==> src/rtl/ptimer_pkg.sv <==
// constants shared by the periodic timer control and compare-output logic
package ptimer_pkg;

	// register byte offsets on the AHB-Lite slave
	localparam logic [7:0] RUN_CTRL_OFS = 8'h00;
	localparam logic [7:0] MODE_CTRL_OFS = 8'h04;
	localparam logic [7:0] COUNT_OFS = 8'h08;
	localparam logic [7:0] CMPA_OFS = 8'h0C;
	localparam logic [7:0] CMPP_OFS = 8'h10;
	localparam logic [7:0] FLAG_OFS = 8'h14;

	// reset values and the run control write mask
	localparam logic [7:0] RUN_CTRL_RST = 8'h00;
	localparam logic [7:0] MODE_CTRL_RST = 8'h00;
	localparam logic [7:0] RUN_CTRL_WMASK = 8'hF8;

	// timer_run_control fields
	localparam int PAUSE_BIT = 7;
	localparam int CLKSEL_HI = 6;
	localparam int CLKSEL_LO = 4;
	localparam int RUN_BIT = 3;

	// timer_mode_control fields
	localparam int MODE_HI = 7;
	localparam int MODE_LO = 6;
	localparam int PINFN_HI = 5;
	localparam int PINFN_LO = 4;
	localparam int OLVL_BIT = 3;
	localparam int INV_BIT = 2;
	localparam int CAPSRC_BIT = 1;
	localparam int CLRSRC_BIT = 0;

	// flag register fields
	localparam int FLAG_A_BIT = 0;
	localparam int FLAG_P_BIT = 1;

	// op_mode_select codes
	localparam logic [1:0] MODE_CMP = 2'h0;
	localparam logic [1:0] MODE_CAP = 2'h1;
	localparam logic [1:0] MODE_PWM = 2'h2;
	localparam logic [1:0] MODE_TC = 2'h3;

	// pin_function_select codes per mode
	localparam logic [1:0] PF_NONE = 2'h0;
	localparam logic [1:0] PF_LOW = 2'h1;
	localparam logic [1:0] PF_HIGH = 2'h2;
	localparam logic [1:0] PF_TOGGLE = 2'h3;
	localparam logic [1:0] PF_INACT = 2'h0;
	localparam logic [1:0] PF_ACT = 2'h1;
	localparam logic [1:0] PF_PWM = 2'h2;
	localparam logic [1:0] PF_PULSE = 2'h3;
	localparam logic [1:0] CAP_RISE = 2'h0;
	localparam logic [1:0] CAP_FALL = 2'h1;
	localparam logic [1:0] CAP_BOTH = 2'h2;

	// clock_source_select codes
	localparam logic [2:0] CK_SYS4 = 3'h0;
	localparam logic [2:0] CK_SYS = 3'h1;
	localparam logic [2:0] CK_HI16 = 3'h2;
	localparam logic [2:0] CK_HI64 = 3'h3;
	localparam logic [2:0] CK_SUB0 = 3'h4;
	localparam logic [2:0] CK_SUB1 = 3'h5;
	localparam logic [2:0] CK_EXTR = 3'h6;
	localparam logic [2:0] CK_EXTF = 3'h7;

	// prescaler terminal counts
	localparam logic [1:0] SYS_DIV_LAST = 2'h3;
	localparam logic [3:0] HI16_LAST = 4'hF;
	localparam logic [5:0] HI64_LAST = 6'h3F;

	// AHB-Lite
	localparam logic [1:0] HTRANS_NONSEQ = 2'h2;
	localparam logic [1:0] HTRANS_SEQ = 2'h3;
	localparam logic HRESP_OKAY = 1'b0;

	typedef enum logic [1:0] {DP_IDLE, DP_READ, DP_WRITE} dphase_e;

endpackage

==> src/rtl/periodic_timer.sv <==
// periodic timer: run/mode control, counter, comparators, capture and output pin
//
// Function
// - run bit 1 counts; 0 stops, powers down
// - run rise zeroes counter; fall holds value
// - compare mode: run rise restores initial level
// - mode field: compare, capture, PWM/pulse, timer
// - timer/counter mode: pin undriven, level bits ignored
// - compare A match: none, low, high, toggle
// - PWM: inactive, active, PWM, single pulse
// - capture edge: rise, fall, both, disabled
// - match to same level shows no change
// - level bit: initial level or active level
// - invert bit inverts output pin level
// - capture source: capture pin or clock pin
// - clear source: A match, else P/overflow
// - overflow clear only when P is zero
// - clear source ignored in PWM, pulse, capture
// - compare mode, clear on P: both flags
// - clear on A: P flag never set
// - only A match or run rise changes pin in compare
// - counter maxima 0x3FF or 0xFFFF
// - pause freezes counter, module stays powered
// - clock select: sys/4, sys, high, sub, pin
`timescale 1ns/1ps

module periodic_timer
	import ptimer_pkg::*;
#(
	parameter int CNT_W = 10
) (
	// clock, reset, enable
	input wire logic mclk,
	input wire logic rstn,
	input wire logic ce,
	// AHB-Lite slave
	input wire logic hsel,
	input wire logic [31:0] haddr,
	input wire logic [1:0] htrans,
	input wire logic hwrite,
	input wire logic [2:0] hsize,
	input wire logic [31:0] hwdata,
	input wire logic hready,
	output logic [31:0] hrdata,
	output logic hreadyout,
	output logic hresp,
	// counter clock sources
	input wire logic highClkTick,
	input wire logic subClkTick,
	// pins
	input wire logic extClockPin,
	input wire logic captureInputPin,
	output logic timerOutputPin,
	output logic timerOutputOe
);

	localparam logic [CNT_W-1:0] CNT_MAX = {CNT_W{1'b1}};

	function automatic logic edgeHit(input logic prev, input logic cur, input logic rise);
		edgeHit = rise ? (cur & ~prev) : (~cur & prev);
	endfunction

	////////////////////////////////////////////////////////////////////////////////
	// AHB-Lite slave: one wait-free data phase, reads registered at address phase

	dphase_e dpState;
	logic [7:0] dpAddr;
	logic addrPhase;
	logic wrEn;
	logic [31:0] rdMux;

	logic [7:0] runCtrl;
	logic [7:0] modeCtrl;
	logic [CNT_W-1:0] cnt;
	logic [CNT_W-1:0] compare_a_value;
	logic [CNT_W-1:0] compare_p_value;
	logic flagA;
	logic flagP;

	assign addrPhase = hsel && hready && (htrans == HTRANS_NONSEQ || htrans == HTRANS_SEQ);
	assign wrEn = ce && dpState == DP_WRITE;
	// the bus stalls while the block is frozen, so no transfer is lost
	assign hreadyout = ce;
	assign hresp = HRESP_OKAY;

	always_comb begin
		case (haddr[7:0])
			RUN_CTRL_OFS: rdMux = {24'h000000, runCtrl};
			MODE_CTRL_OFS: rdMux = {24'h000000, modeCtrl};
			COUNT_OFS: rdMux = 32'(cnt);
			CMPA_OFS: rdMux = 32'(compare_a_value);
			CMPP_OFS: rdMux = 32'(compare_p_value);
			FLAG_OFS: rdMux = {30'h00000000, flagP, flagA};
			default: rdMux = 32'h00000000;
		endcase
	end

	always_ff @(posedge mclk or negedge rstn) begin
		if (!rstn) begin
			dpState <= DP_IDLE;
			dpAddr <= 8'h00;
		end else if (ce && hready) begin
			dpAddr <= haddr[7:0];
			if (addrPhase) begin
				dpState <= hwrite ? DP_WRITE : DP_READ;
			end else begin
				dpState <= DP_IDLE;
			end
		end
	end

	always_ff @(posedge mclk or negedge rstn) begin
		if (!rstn) begin
			hrdata <= 32'h00000000;
		end else if (ce && addrPhase && !hwrite) begin
			hrdata <= rdMux;
		end
	end

	////////////////////////////////////////////////////////////////////////////////
	// control fields

	logic pause;
	logic [2:0] clkSel;
	logic run;
	logic [1:0] mode;
	logic [1:0] pinFn;
	logic oc;
	logic inv;
	logic capSel;
	logic clrSel;
	logic runPrev;
	logic runRise;
	logic pulseMode;

	assign pause = runCtrl[PAUSE_BIT];
	assign clkSel = runCtrl[CLKSEL_HI:CLKSEL_LO];
	assign run = runCtrl[RUN_BIT];
	assign mode = modeCtrl[MODE_HI:MODE_LO];
	assign pinFn = modeCtrl[PINFN_HI:PINFN_LO];
	assign oc = modeCtrl[OLVL_BIT];
	assign inv = modeCtrl[INV_BIT];
	assign capSel = modeCtrl[CAPSRC_BIT];
	assign clrSel = modeCtrl[CLRSRC_BIT];
	assign runRise = ce && run && !runPrev;
	assign pulseMode = mode == MODE_PWM && pinFn == PF_PULSE;

	always_ff @(posedge mclk or negedge rstn) begin
		if (!rstn) begin
			modeCtrl <= MODE_CTRL_RST;
		end else if (wrEn && dpAddr == MODE_CTRL_OFS) begin
			modeCtrl <= hwdata[7:0];
		end
	end

	////////////////////////////////////////////////////////////////////////////////
	// pin edges and counter clock selection

	logic extPrev;
	logic capPrev;
	logic extRise;
	logic [1:0] sysDiv;
	logic [5:0] hiDiv;
	logic srcTick;
	logic tick;

	assign extRise = edgeHit(extPrev, extClockPin, 1'b1);

	always_ff @(posedge mclk or negedge rstn) begin
		if (!rstn) begin
			extPrev <= 1'b0;
			capPrev <= 1'b0;
			runPrev <= 1'b0;
		end else if (ce) begin
			extPrev <= extClockPin;
			capPrev <= captureInputPin;
			runPrev <= run;
		end
	end

	// prescalers sit at zero while off, which is the power-down state
	always_ff @(posedge mclk or negedge rstn) begin
		if (!rstn) begin
			sysDiv <= 2'h0;
			hiDiv <= 6'h00;
		end else if (ce) begin
			if (!run) begin
				sysDiv <= 2'h0;
				hiDiv <= 6'h00;
			end else begin
				sysDiv <= sysDiv + 2'h1;
				if (highClkTick) begin
					hiDiv <= hiDiv + 6'h01;
				end
			end
		end
	end

	always_comb begin
		case (clkSel)
			CK_SYS4: srcTick = sysDiv == SYS_DIV_LAST;
			CK_SYS: srcTick = 1'b1;
			CK_HI16: srcTick = highClkTick && hiDiv[3:0] == HI16_LAST;
			CK_HI64: srcTick = highClkTick && hiDiv == HI64_LAST;
			CK_SUB0, CK_SUB1: srcTick = subClkTick;
			CK_EXTR: srcTick = extRise;
			CK_EXTF: srcTick = edgeHit(extPrev, extClockPin, 1'b0);
			default: srcTick = 1'b0;
		endcase
	end

	assign tick = ce && run && !pause && srcTick;

	////////////////////////////////////////////////////////////////////////////////
	// comparators and counter

	logic [CNT_W-1:0] inc;
	logic aHit;
	logic pHit;
	logic clrNow;
	logic capEdge;
	logic capEvt;
	logic evtA;
	logic evtP;

	assign inc = cnt + {{(CNT_W-1){1'b0}}, 1'b1};
	assign aHit = tick && inc == compare_a_value;
	// with P at zero the counter runs to its maximum and wraps
	assign pHit = tick && ((compare_p_value == '0) ? cnt == CNT_MAX : inc == compare_p_value);

	always_comb begin
		case (mode)
			MODE_CMP, MODE_TC: clrNow = clrSel ? aHit : pHit;
			MODE_PWM: clrNow = !pulseMode && pHit;
			MODE_CAP: clrNow = pHit;
			default: clrNow = 1'b0;
		endcase
	end

	always_ff @(posedge mclk or negedge rstn) begin
		if (!rstn) begin
			cnt <= '0;
		end else if (runRise) begin
			cnt <= '0;
		end else if (tick) begin
			cnt <= clrNow ? '0 : inc;
		end
	end

	logic capCur;
	logic capOld;

	assign capCur = capSel ? extClockPin : captureInputPin;
	assign capOld = capSel ? extPrev : capPrev;

	always_comb begin
		case (pinFn)
			CAP_RISE: capEdge = edgeHit(capOld, capCur, 1'b1);
			CAP_FALL: capEdge = edgeHit(capOld, capCur, 1'b0);
			CAP_BOTH: capEdge = capCur != capOld;
			default: capEdge = 1'b0;
		endcase
	end

	assign capEvt = ce && run && mode == MODE_CAP && capEdge;
	assign evtA = (mode == MODE_CAP) ? capEvt : aHit;
	assign evtP = pHit && !pulseMode && !((mode == MODE_CMP || mode == MODE_TC) && clrSel);

	// capture overrides a software write landing in the same cycle
	always_ff @(posedge mclk or negedge rstn) begin
		if (!rstn) begin
			compare_a_value <= '0;
			compare_p_value <= '0;
		end else begin
			if (wrEn && dpAddr == CMPA_OFS) begin
				compare_a_value <= hwdata[CNT_W-1:0];
			end
			if (capEvt) begin
				compare_a_value <= cnt;
			end
			if (wrEn && dpAddr == CMPP_OFS) begin
				compare_p_value <= hwdata[CNT_W-1:0];
			end
		end
	end

	// write one clears; a set in the same cycle wins
	always_ff @(posedge mclk or negedge rstn) begin
		if (!rstn) begin
			flagA <= 1'b0;
			flagP <= 1'b0;
		end else begin
			if (wrEn && dpAddr == FLAG_OFS && hwdata[FLAG_A_BIT]) begin
				flagA <= 1'b0;
			end
			if (wrEn && dpAddr == FLAG_OFS && hwdata[FLAG_P_BIT]) begin
				flagP <= 1'b0;
			end
			if (evtA) begin
				flagA <= 1'b1;
			end
			if (evtP) begin
				flagP <= 1'b1;
			end
		end
	end

	// software write, then the single-pulse stop, then the pin start, so a set wins
	always_ff @(posedge mclk or negedge rstn) begin
		if (!rstn) begin
			runCtrl <= RUN_CTRL_RST;
		end else begin
			if (wrEn && dpAddr == RUN_CTRL_OFS) begin
				runCtrl <= hwdata[7:0] & RUN_CTRL_WMASK;
			end
			if (pulseMode && aHit) begin
				runCtrl[RUN_BIT] <= 1'b0;
			end
			if (ce && pulseMode && !run && extRise) begin
				runCtrl[RUN_BIT] <= 1'b1;
			end
		end
	end

	////////////////////////////////////////////////////////////////////////////////
	// output level and pin

	logic outLevel;

	always_ff @(posedge mclk or negedge rstn) begin
		if (!rstn) begin
			outLevel <= 1'b0;
		end else if (ce) begin
			case (mode)
				MODE_CMP: begin
					if (runRise) begin
						outLevel <= oc;
					end else if (aHit) begin
						case (pinFn)
							PF_LOW: outLevel <= 1'b0;
							PF_HIGH: outLevel <= 1'b1;
							PF_TOGGLE: outLevel <= ~outLevel;
							default: outLevel <= outLevel;
						endcase
					end
				end
				MODE_PWM: begin
					case (pinFn)
						PF_INACT: outLevel <= ~oc;
						PF_ACT: outLevel <= oc;
						PF_PWM: outLevel <= (run && cnt < compare_a_value) ? oc : ~oc;
						default: outLevel <= run ? oc : ~oc;
					endcase
				end
				default: outLevel <= outLevel;
			endcase
		end
	end

	always_ff @(posedge mclk or negedge rstn) begin
		if (!rstn) begin
			timerOutputPin <= 1'b0;
			timerOutputOe <= 1'b0;
		end else if (ce) begin
			timerOutputPin <= outLevel ^ inv;
			timerOutputOe <= mode == MODE_CMP || mode == MODE_PWM;
		end
	end

	////////////////////////////////////////////////////////////////////////////////
	// checks

	a_run_rise_zero: assert property (@(posedge mclk) disable iff (!rstn)
		runRise |=> cnt == '0) else $error("counter not zero after run rise");
	a_stop_holds: assert property (@(posedge mclk) disable iff (!rstn)
		!run |=> cnt == $past(cnt)) else $error("counter moved while stopped");
	a_pause_holds: assert property (@(posedge mclk) disable iff (!rstn)
		pause && !runRise |=> cnt == $past(cnt)) else $error("counter moved while paused");
	a_cmp_init_level: assert property (@(posedge mclk) disable iff (!rstn)
		runRise && mode == MODE_CMP |=> outLevel == $past(oc))
		else $error("initial level not restored on run rise");
	a_timer_no_drive: assert property (@(posedge mclk) disable iff (!rstn)
		ce && mode == MODE_TC |=> !timerOutputOe) else $error("pin driven in timer/counter mode");
	a_pin_invert: assert property (@(posedge mclk) disable iff (!rstn)
		ce |=> timerOutputPin == ($past(outLevel) ^ $past(inv))) else $error("pin polarity wrong");
	a_a_clears: assert property (@(posedge mclk) disable iff (!rstn)
		aHit && mode == MODE_CMP && clrSel && !runRise |=> cnt == '0)
		else $error("A match did not clear counter");
	a_overflow_wrap: assert property (@(posedge mclk) disable iff (!rstn)
		tick && !runRise && mode == MODE_TC && !clrSel && compare_p_value == '0 && cnt == CNT_MAX
		|=> cnt == '0 ##0 flagP) else $error("overflow did not wrap with P flag");
	a_no_p_flag: assert property (@(posedge mclk) disable iff (!rstn)
		mode == MODE_CMP && clrSel && !flagP |=> !flagP) else $error("P flag set with clear on A");
	a_a_flag_sets: assert property (@(posedge mclk) disable iff (!rstn)
		aHit && mode == MODE_CMP |=> flagA) else $error("A flag missing after match");
	a_pin_only_a: assert property (@(posedge mclk) disable iff (!rstn)
		mode == MODE_CMP && !runRise && !aHit |=> outLevel == $past(outLevel))
		else $error("pin changed without A match");

endmodule

==> config.mk <==
export PLATFORM = sky130hd
export DESIGN_NAME = periodic_timer
export DESIGN_NICKNAME = d
export VERILOG_FILES = /design/src/rtl/ptimer_pkg.sv /design/src/rtl/periodic_timer.sv
export SDC_FILE = /design/constraint.sdc
export NUM_CORES = 1
export LEC_CHECK = 0
export BUFFER_PORTS_ARGS = -buffer_cell sky130_fd_sc_hd__buf_4
export CAP_MARGIN = 10
export CORE_ASPECT_RATIO = 0.6
export CORE_MARGIN = 1
export CORE_UTILIZATION = 57
export CTS_BUF_LIST = sky130_fd_sc_hd__clkbuf_16
export DETAILED_ROUTE_END_ITERATION = 8
export PLACE_DENSITY = 0.87
export SLEW_MARGIN = 20
export SYNTH_ARGS = -nofsm -noshare
export SYNTH_HDL_FRONTEND = slang
export SYNTH_SLANG_ARGS = --single-unit
==> constraint.sdc <==
create_clock -name mclk -period 4.4 [get_ports mclk]
set_input_delay 0.66 -clock mclk [delete_from_list [all_inputs] [get_ports mclk]]
set_output_delay 0.66 -clock mclk [all_outputs]
set_load 0.005 [all_outputs]
# --- Yosys cells after proc, flatten, opt, wreduce, memory -nomap -nowiden ---
# Index checks and enable logic that the tools add are counted.
totals:
  regBits: 101
  out_inout_bits: 36
  word_cells: 159
op_classes:
  add_sub_neg: 3
  order_cmp: 1
  eq_ne: 35
  muxes: 33
  bitwise: 11
  n_reduce_logical: 57
ops:
  columns: ["cell", "count"]
  rows:
  - ["$pmux W10 S6", 1]
  - ["$mux W10", 5]
  - ["$eq A8 B5 Y1 const B", 4]
  - ["$logic_and A1 B1 Y1", 32]
  - ["$eq A8 B4 Y1 const B", 3]
  - ["$eq A10 B10 Y1", 2]
  - ["$eq A2 B2 Y1 const B", 8]
  - ["$eq A8 B3 Y1 const B", 2]
  - ["$logic_not A8 Y1", 2]
  - ["$mux W1", 15]
  - ["$eq A3 B3 Y1 const B", 4]
  - ["$mux W6", 2]
  - ["$pmux W1 S3", 4]
  - ["$add A10 B1 Y10 const B", 1]
  - ["$eq A10 B10 Y1 const B", 1]
  - ["$logic_not A10 Y1", 1]
  - ["$lt A10 B10 Y1", 1]
  - ["$reduce_bool A2 Y1", 5]
  - ["$pmux W1 S7", 1]
  - ["$add A6 B1 Y6 const B", 1]
  - ["$eq A3 B2 Y1 const B", 2]
  - ["$eq A6 B6 Y1 const B", 1]
  - ["$logic_not A1 Y1", 6]
  - ["$mux W2", 3]
  - ["other kinds (20)", 33]

# --- Depth between registers and ports, before layout ---
depth:
  word_depth: 10
  mapped_depth: 11
  depth_no_buf: 10

# --- Worst setup path after synthesis ---
# No wires, ideal clock.
synth_path:
  path_type: "register to register"
  start: "reg cnt[1]"
  end: "reg outLevel"
  t_arrival_ns: 2.717
  t_required_ns: 4.275
  setup_slack_ns: 1.558
  stages_incl_launch_ff: 10
  path_buffers: 0
  synth_period_minus_slack_ns: 2.842
  path_cell_list: "dfrtp_1 ha_1 xor3_1 or3_1 nor4_2 nand4_1 or4b_4 nor2_2 o221ai_2 mux2_4"
synth_via:
  elab_chain_cells: 5
  word_cells_on_any_way: 10
  classes_between: "1 x add/sub; 1 x order compare; 2 x eq/ne; 3 x mux; 3 x reduce/logical"
synth_rtl:
  columns: ["item", "line", "source"]
  rows:
  - ["start: declaration", "periodic_timer.sv:74", "logic [CNT_W-1:0] cnt;"]
  - ["start signal: assignment", "periodic_timer.sv:246", "cnt <= clrNow ? '0 : inc;"]
  - ["$add A10 B1 Y10 or $lt A10 B10 Y1 (tied branches)", "periodic_timer.sv:226, periodic_timer.sv:351", null]
  - ["$eq A10 B10 Y1 or $logic_and A1 B1 Y1 (tied branches)", "periodic_timer.sv:227, periodic_timer.sv:351", null]
  - ["$logic_and A1 B1 Y1 or $mux W1 (tied branches)", "periodic_timer.sv:227, periodic_timer.sv:351", null]
  - ["$ne A3 B3 Y1 (no source line) or $pmux W1 S3 (tied branches)", null, null]
  - ["$reduce_and A4 Y1 (no source line) or $pmux W1 S2 (tied branches)", null, null]
  - ["end signal: assignment", "periodic_timer.sv:342", "PF_TOGGLE: outLevel <= ~outLevel;"]
  - ["end signal: assignment", "periodic_timer.sv:343", "default: outLevel <= outLevel;"]
  - ["end signal: assignment", "periodic_timer.sv:349", "PF_INACT: outLevel <= ~oc;"]
  - ["end: declaration", "periodic_timer.sv:328", "logic outLevel;"]
# Several ways; a longest one is shown, not always the timed one.
# A chain may end at the register's enable or synchronous reset.

# --- Worst setup path after layout ---
layout_path:
  start: "reg cnt[0]"
  end: "reg cnt[6]"
layout_via:
  elab_chain_cells: 9
  word_cells_on_any_way: 13
  classes_between: "1 x add/sub; 3 x eq/ne; 6 x mux; 3 x reduce/logical"
layout_rtl:
  columns: ["item", "line", "source"]
  rows:
  - ["$add A10 B1 Y10", "periodic_timer.sv:226", "assign inc = cnt + {{(CNT_W-1){1'b0}}, 1'b1};"]
  - ["$eq A10 B10 Y1", "periodic_timer.sv:229", "assign pHit = tick && ((compare_p_value == '0) ? cnt == CNT_MAX : inc == compare_p_value);"]
  - ["$mux W1", "periodic_timer.sv:229", null]
  - ["$logic_and A1 B1 Y1", "periodic_timer.sv:229", null]
  - ["$mux W1 or $logic_and A1 B1 Y1 (tied branches)", "periodic_timer.sv:233, periodic_timer.sv:234", null]
  - ["$pmux W1 S3", "periodic_timer.sv:232", "case (mode)"]
  - ["$mux W10 (*)", "periodic_timer.sv:246", null]
  - ["$mux W10 (*)", "periodic_timer.sv:245", "end else if (tick) begin"]
  - ["$mux W10 (*)", "periodic_timer.sv:243", "end else if (runRise) begin"]
# Mark *: on every way between the ends. The rest lies on a longest branch, timed or not. The select of a mux whose other input is x is not followed.

==> results_dict.tcl <==
set metrics [dict create \
    numCtsBuffers 9 \
    top_layer "met4" \
    die-area_um2 9340 \
    postCtsSetupBuffers 0 \
    clk_pin_slew_ps 60 \
    cp_cell_sequence "ha_1 > and3_1 > and3_1 > xnor2_1 > a211oi_1 > a41o_1 > o31ai_2 > a21oi_1 > o21ai_0" \
    cts_tree "yes" \
    startpoint "cnt[0]$_DFFE_PN0P_" \
    syn2layout_area_growth_pct 10.7 \
    hold_ws_ps 459 \
    post-route-drc-count 0 \
    chipWidth_um 124 \
    crit_end "cnt[6]$_DFFE_PN0P_" \
    fin_util 0.657 \
    clk_path_buf_depth 2 \
    ctsRootBufferMaster "clkbuf_16" \
    worst_ep_arrival_time_ps 3650 \
    layout_commonest_cell "dfrtp_1" \
    outcome "complete, no violations" \
    dr_wl_met2_mm 5.67 \
    period_minus_slack_ps 3390 \
    dp_hpwl_mm 9.92 \
    fmax_mhz 295 \
    hold_viol_final 0 \
    dr_wl_met3_mm 1.67 \
    ys_async_sr_fraction 1.00 \
    slew_violations 0 \
    grt_pass1_wl_mm 21.2 \
    antenna_found_initial 0 \
    grtUsageTotal 0.318 \
    clock_sinks 79 \
    wire_per_inst_um 19.9 \
    netlist-cell-type-count 63 \
    cp-start-kind "flop" \
    synth-main-ff-cell "dfrtp_1" \
    relSlewSlack 0.323 \
    tns_ps 0 \
    cp_slowest_cell "o31ai_2" \
    nFillCells 690 \
    clock_latency_ps 350 \
    critPathMostFrequentCell "and3_1" \
    rsz0062_at_grt "false" \
    antenna_left 0 \
    syn-cell-area_um2 5100 \
    overflow 0 \
    ys_ff_latch 79 \
    ys_warn_count 0 \
    crit_fanout 10 \
    io_buffers 41 \
    htree_num_levels 3 \
    drt_iter0_markers 465 \
    gp_congestion 0.892 \
    rr_startpoint "cnt[0]$_DFFE_PN0P_" \
    synth_edf_count 0 \
    power_density_nw_per_um2 316 \
    hold_class "in2async" \
    layout_common_cells "dfrtp_1 (79), nand2_1 (46), buf_4 (41)" \
    coreArea_um2 8590 \
    rows 26 \
    syn_area_per_cell_um2 9.44 \
    die_h_um 75.3 \
    syn_inst 540 \
    p_leak_nw 2.61 \
    slowest_delay_ps 750 \
    setup_violations 0 \
    worstReg2RegEnd "cnt[6]$_DFFE_PN0P_" \
    nNetsFinal 658 \
    start_util 0.594 \
    vias_per_cell 6.21 \
    via_count 4211 \
    cp-end-kind "flop" \
    r2r_cells 9 \
    n_antenna_cell 0 \
    total_power_mw 1.78 \
    timing.final.crit_share 0.771 \
    vdd_ir_drop_max_v 0.000221 \
    clock_skew_ps 8.98 \
    boundaryPins 115 \
    r2r_slack_ps 1010 \
    first_pass_iters 8 \
    worstMarginPinSlew_ps 1010 \
    grt_max_degree 80 \
    grt_pass1_vias 3978 \
    cts_hold_buf 0 \
    worst-setup-path-type "reg2reg" \
    drv_cap 0 \
    wl_met1_mm 5.97 \
    dp.cells 662 \
    required_ps 4660 \
    finalNonFillerCells 678 \
    cts_resized 0 \
    routed_wl_mm 13.5 \
    seq_area_frac_synth 0.388 \
    drive_above_1_share 0.171 \
]
state kept, by name, indices dropped and copies added, names as in the netlist, 2 cells and up:
name and cells:
runCtrl 5, modeCtrl 8, compare_a_value 10, hiDiv 6
dpState 2, sysDiv 2, cnt 10, compare_p_value 10
dpAddr 8, hrdata 10
where the power goes:
group          internal [mW]  total, mW  switching (mW)
clock network          0.441      0.754           0.313
registers              0.757      0.810          0.0531
logic                  0.107      0.216           0.108
total                   1.30       1.78           0.475
layout make-up:
| type | instances | area [µm²] | area share |
|---|---|---|---|
| multi-input combinational | 399 | 2800 | 0.496 |
| sequential | 79 | 1980 | 0.350 |
| timing repair buffer | 41 | 308 | 0.0546 |
| clock buffer | 9 | 225 | 0.0399 |
| tap | 112 | 140 | 0.0248 |
| inverter | 31 | 116 | 0.0206 |
| clock inverter | 7 | 73.8 | 0.0131 |
worst min-delay path by stage:
stage	startpoint	to	slack, ps	cells after the start
after floorplan	rstn	capPrev$_DFFE_PN0P_	360	0
after global placement	dpState[0]$_DFFE_PN0P_	dpState[0]$_DFFE_PN0P_	460	2
after detailed placement	dpState[0]$_DFFE_PN0P_	dpState[0]$_DFFE_PN0P_	460	2
after CTS	dpState[0]$_DFFE_PN0P_	dpState[0]$_DFFE_PN0P_	480	2
after global routing	dpState[0]$_DFFE_PN0P_	dpState[0]$_DFFE_PN0P_	500	2
final	rstn	dpAddr[0]$_DFFE_PN0P_	460	1
synthesized netlist by cell type, types with 3 or more instances:
| cell type | number | area share |
|---|---|---|
| mux2_2 | 34 | 0.075 |
| nand2b_1 | 4 | 0.0049 |
| a21oi_1 | 28 | 0.027 |
| and3_1 | 7 | 0.0086 |
| nor4_1 | 7 | 0.0086 |
| buf_4 | 24 | 0.035 |
| clkbuf_1 | 24 | 0.018 |
| a22o_1 | 8 | 0.014 |
| o21ai_0 | 34 | 0.033 |
| nand3_1 | 15 | 0.015 |
| nand4_1 | 9 | 0.011 |
| a222oi_1 | 7 | 0.014 |
| nand2_1 | 46 | 0.034 |
| inv_1 | 31 | 0.023 |
| a21o_1 | 4 | 0.0059 |
| xnor3_1 | 3 | 0.013 |
| nor3_1 | 5 | 0.0049 |
| nor2b_1 | 6 | 0.0074 |
| dfrtp_1 | 79 | 0.39 |
| a31oi_1 | 3 | 0.0037 |
| xnor2_1 | 17 | 0.029 |
| or3_1 | 4 | 0.0049 |
| o22ai_1 | 3 | 0.0037 |
| o211ai_1 | 4 | 0.0059 |
| xor2_1 | 6 | 0.010 |
| mux2i_1 | 18 | 0.035 |
| o2111ai_1 | 3 | 0.0052 |
| buf_2 | 4 | 0.0039 |
| nand3b_1 | 7 | 0.010 |
| ha_1 | 18 | 0.044 |
| nor2_1 | 37 | 0.027 |
per-layer routing:
metal,vias to the layer above,global-route usage
met1,2039,0.444
li1,1925,-
met5,-,0
met2,224,0.449
met4,0,0.0966
met3,23,0.132
stage by stage:
| step | worst slack (ps) | area, µm² |
|---|---|---|
| 2_1_floorplan | 1560 | 5180 |
| 6_report | 1010 | 5640 |
| 3_3_place_gp | 1170 | 5330 |
| 3_5_place_dp | 1080 | 5330 |
| 5_1_grt | 862 | 5640 |
| 4_1_cts | 1110 | 5630 |
critical path: cells and delay by family (launching register included):
kind / cells / cell delay, ps
AO/OA/AOI/OAI: 5 / 1460
AND/OR/NAND/NOR: 2 / 810
XOR/XNOR: 1 / 170
adder cells (fa/ha/maj): 1 / 340
flip-flops: 1 / 530
cell families (layout without fill, tap and decap cells):
| logic type | Yosys count | count (layout) | synth area share |
|---|---|---|---|
| xor gates and xnor gates | 27 | 27 | 0.0574 |
| DFF | 79 | 79 | 0.388 |
| muxes | 53 | 53 | 0.113 |
| buffers and inverters | 84 | 88 | 0.0820 |
| and+or+nand+nor | 164 | 164 | 0.167 |
| AOI/OAI and AO/OA | 114 | 114 | 0.148 |
| adders and majority gates | 18 | 18 | 0.0442 |
| other | 1 | 23 | 0.000736 |
Power figures use the tool's default switching activity.
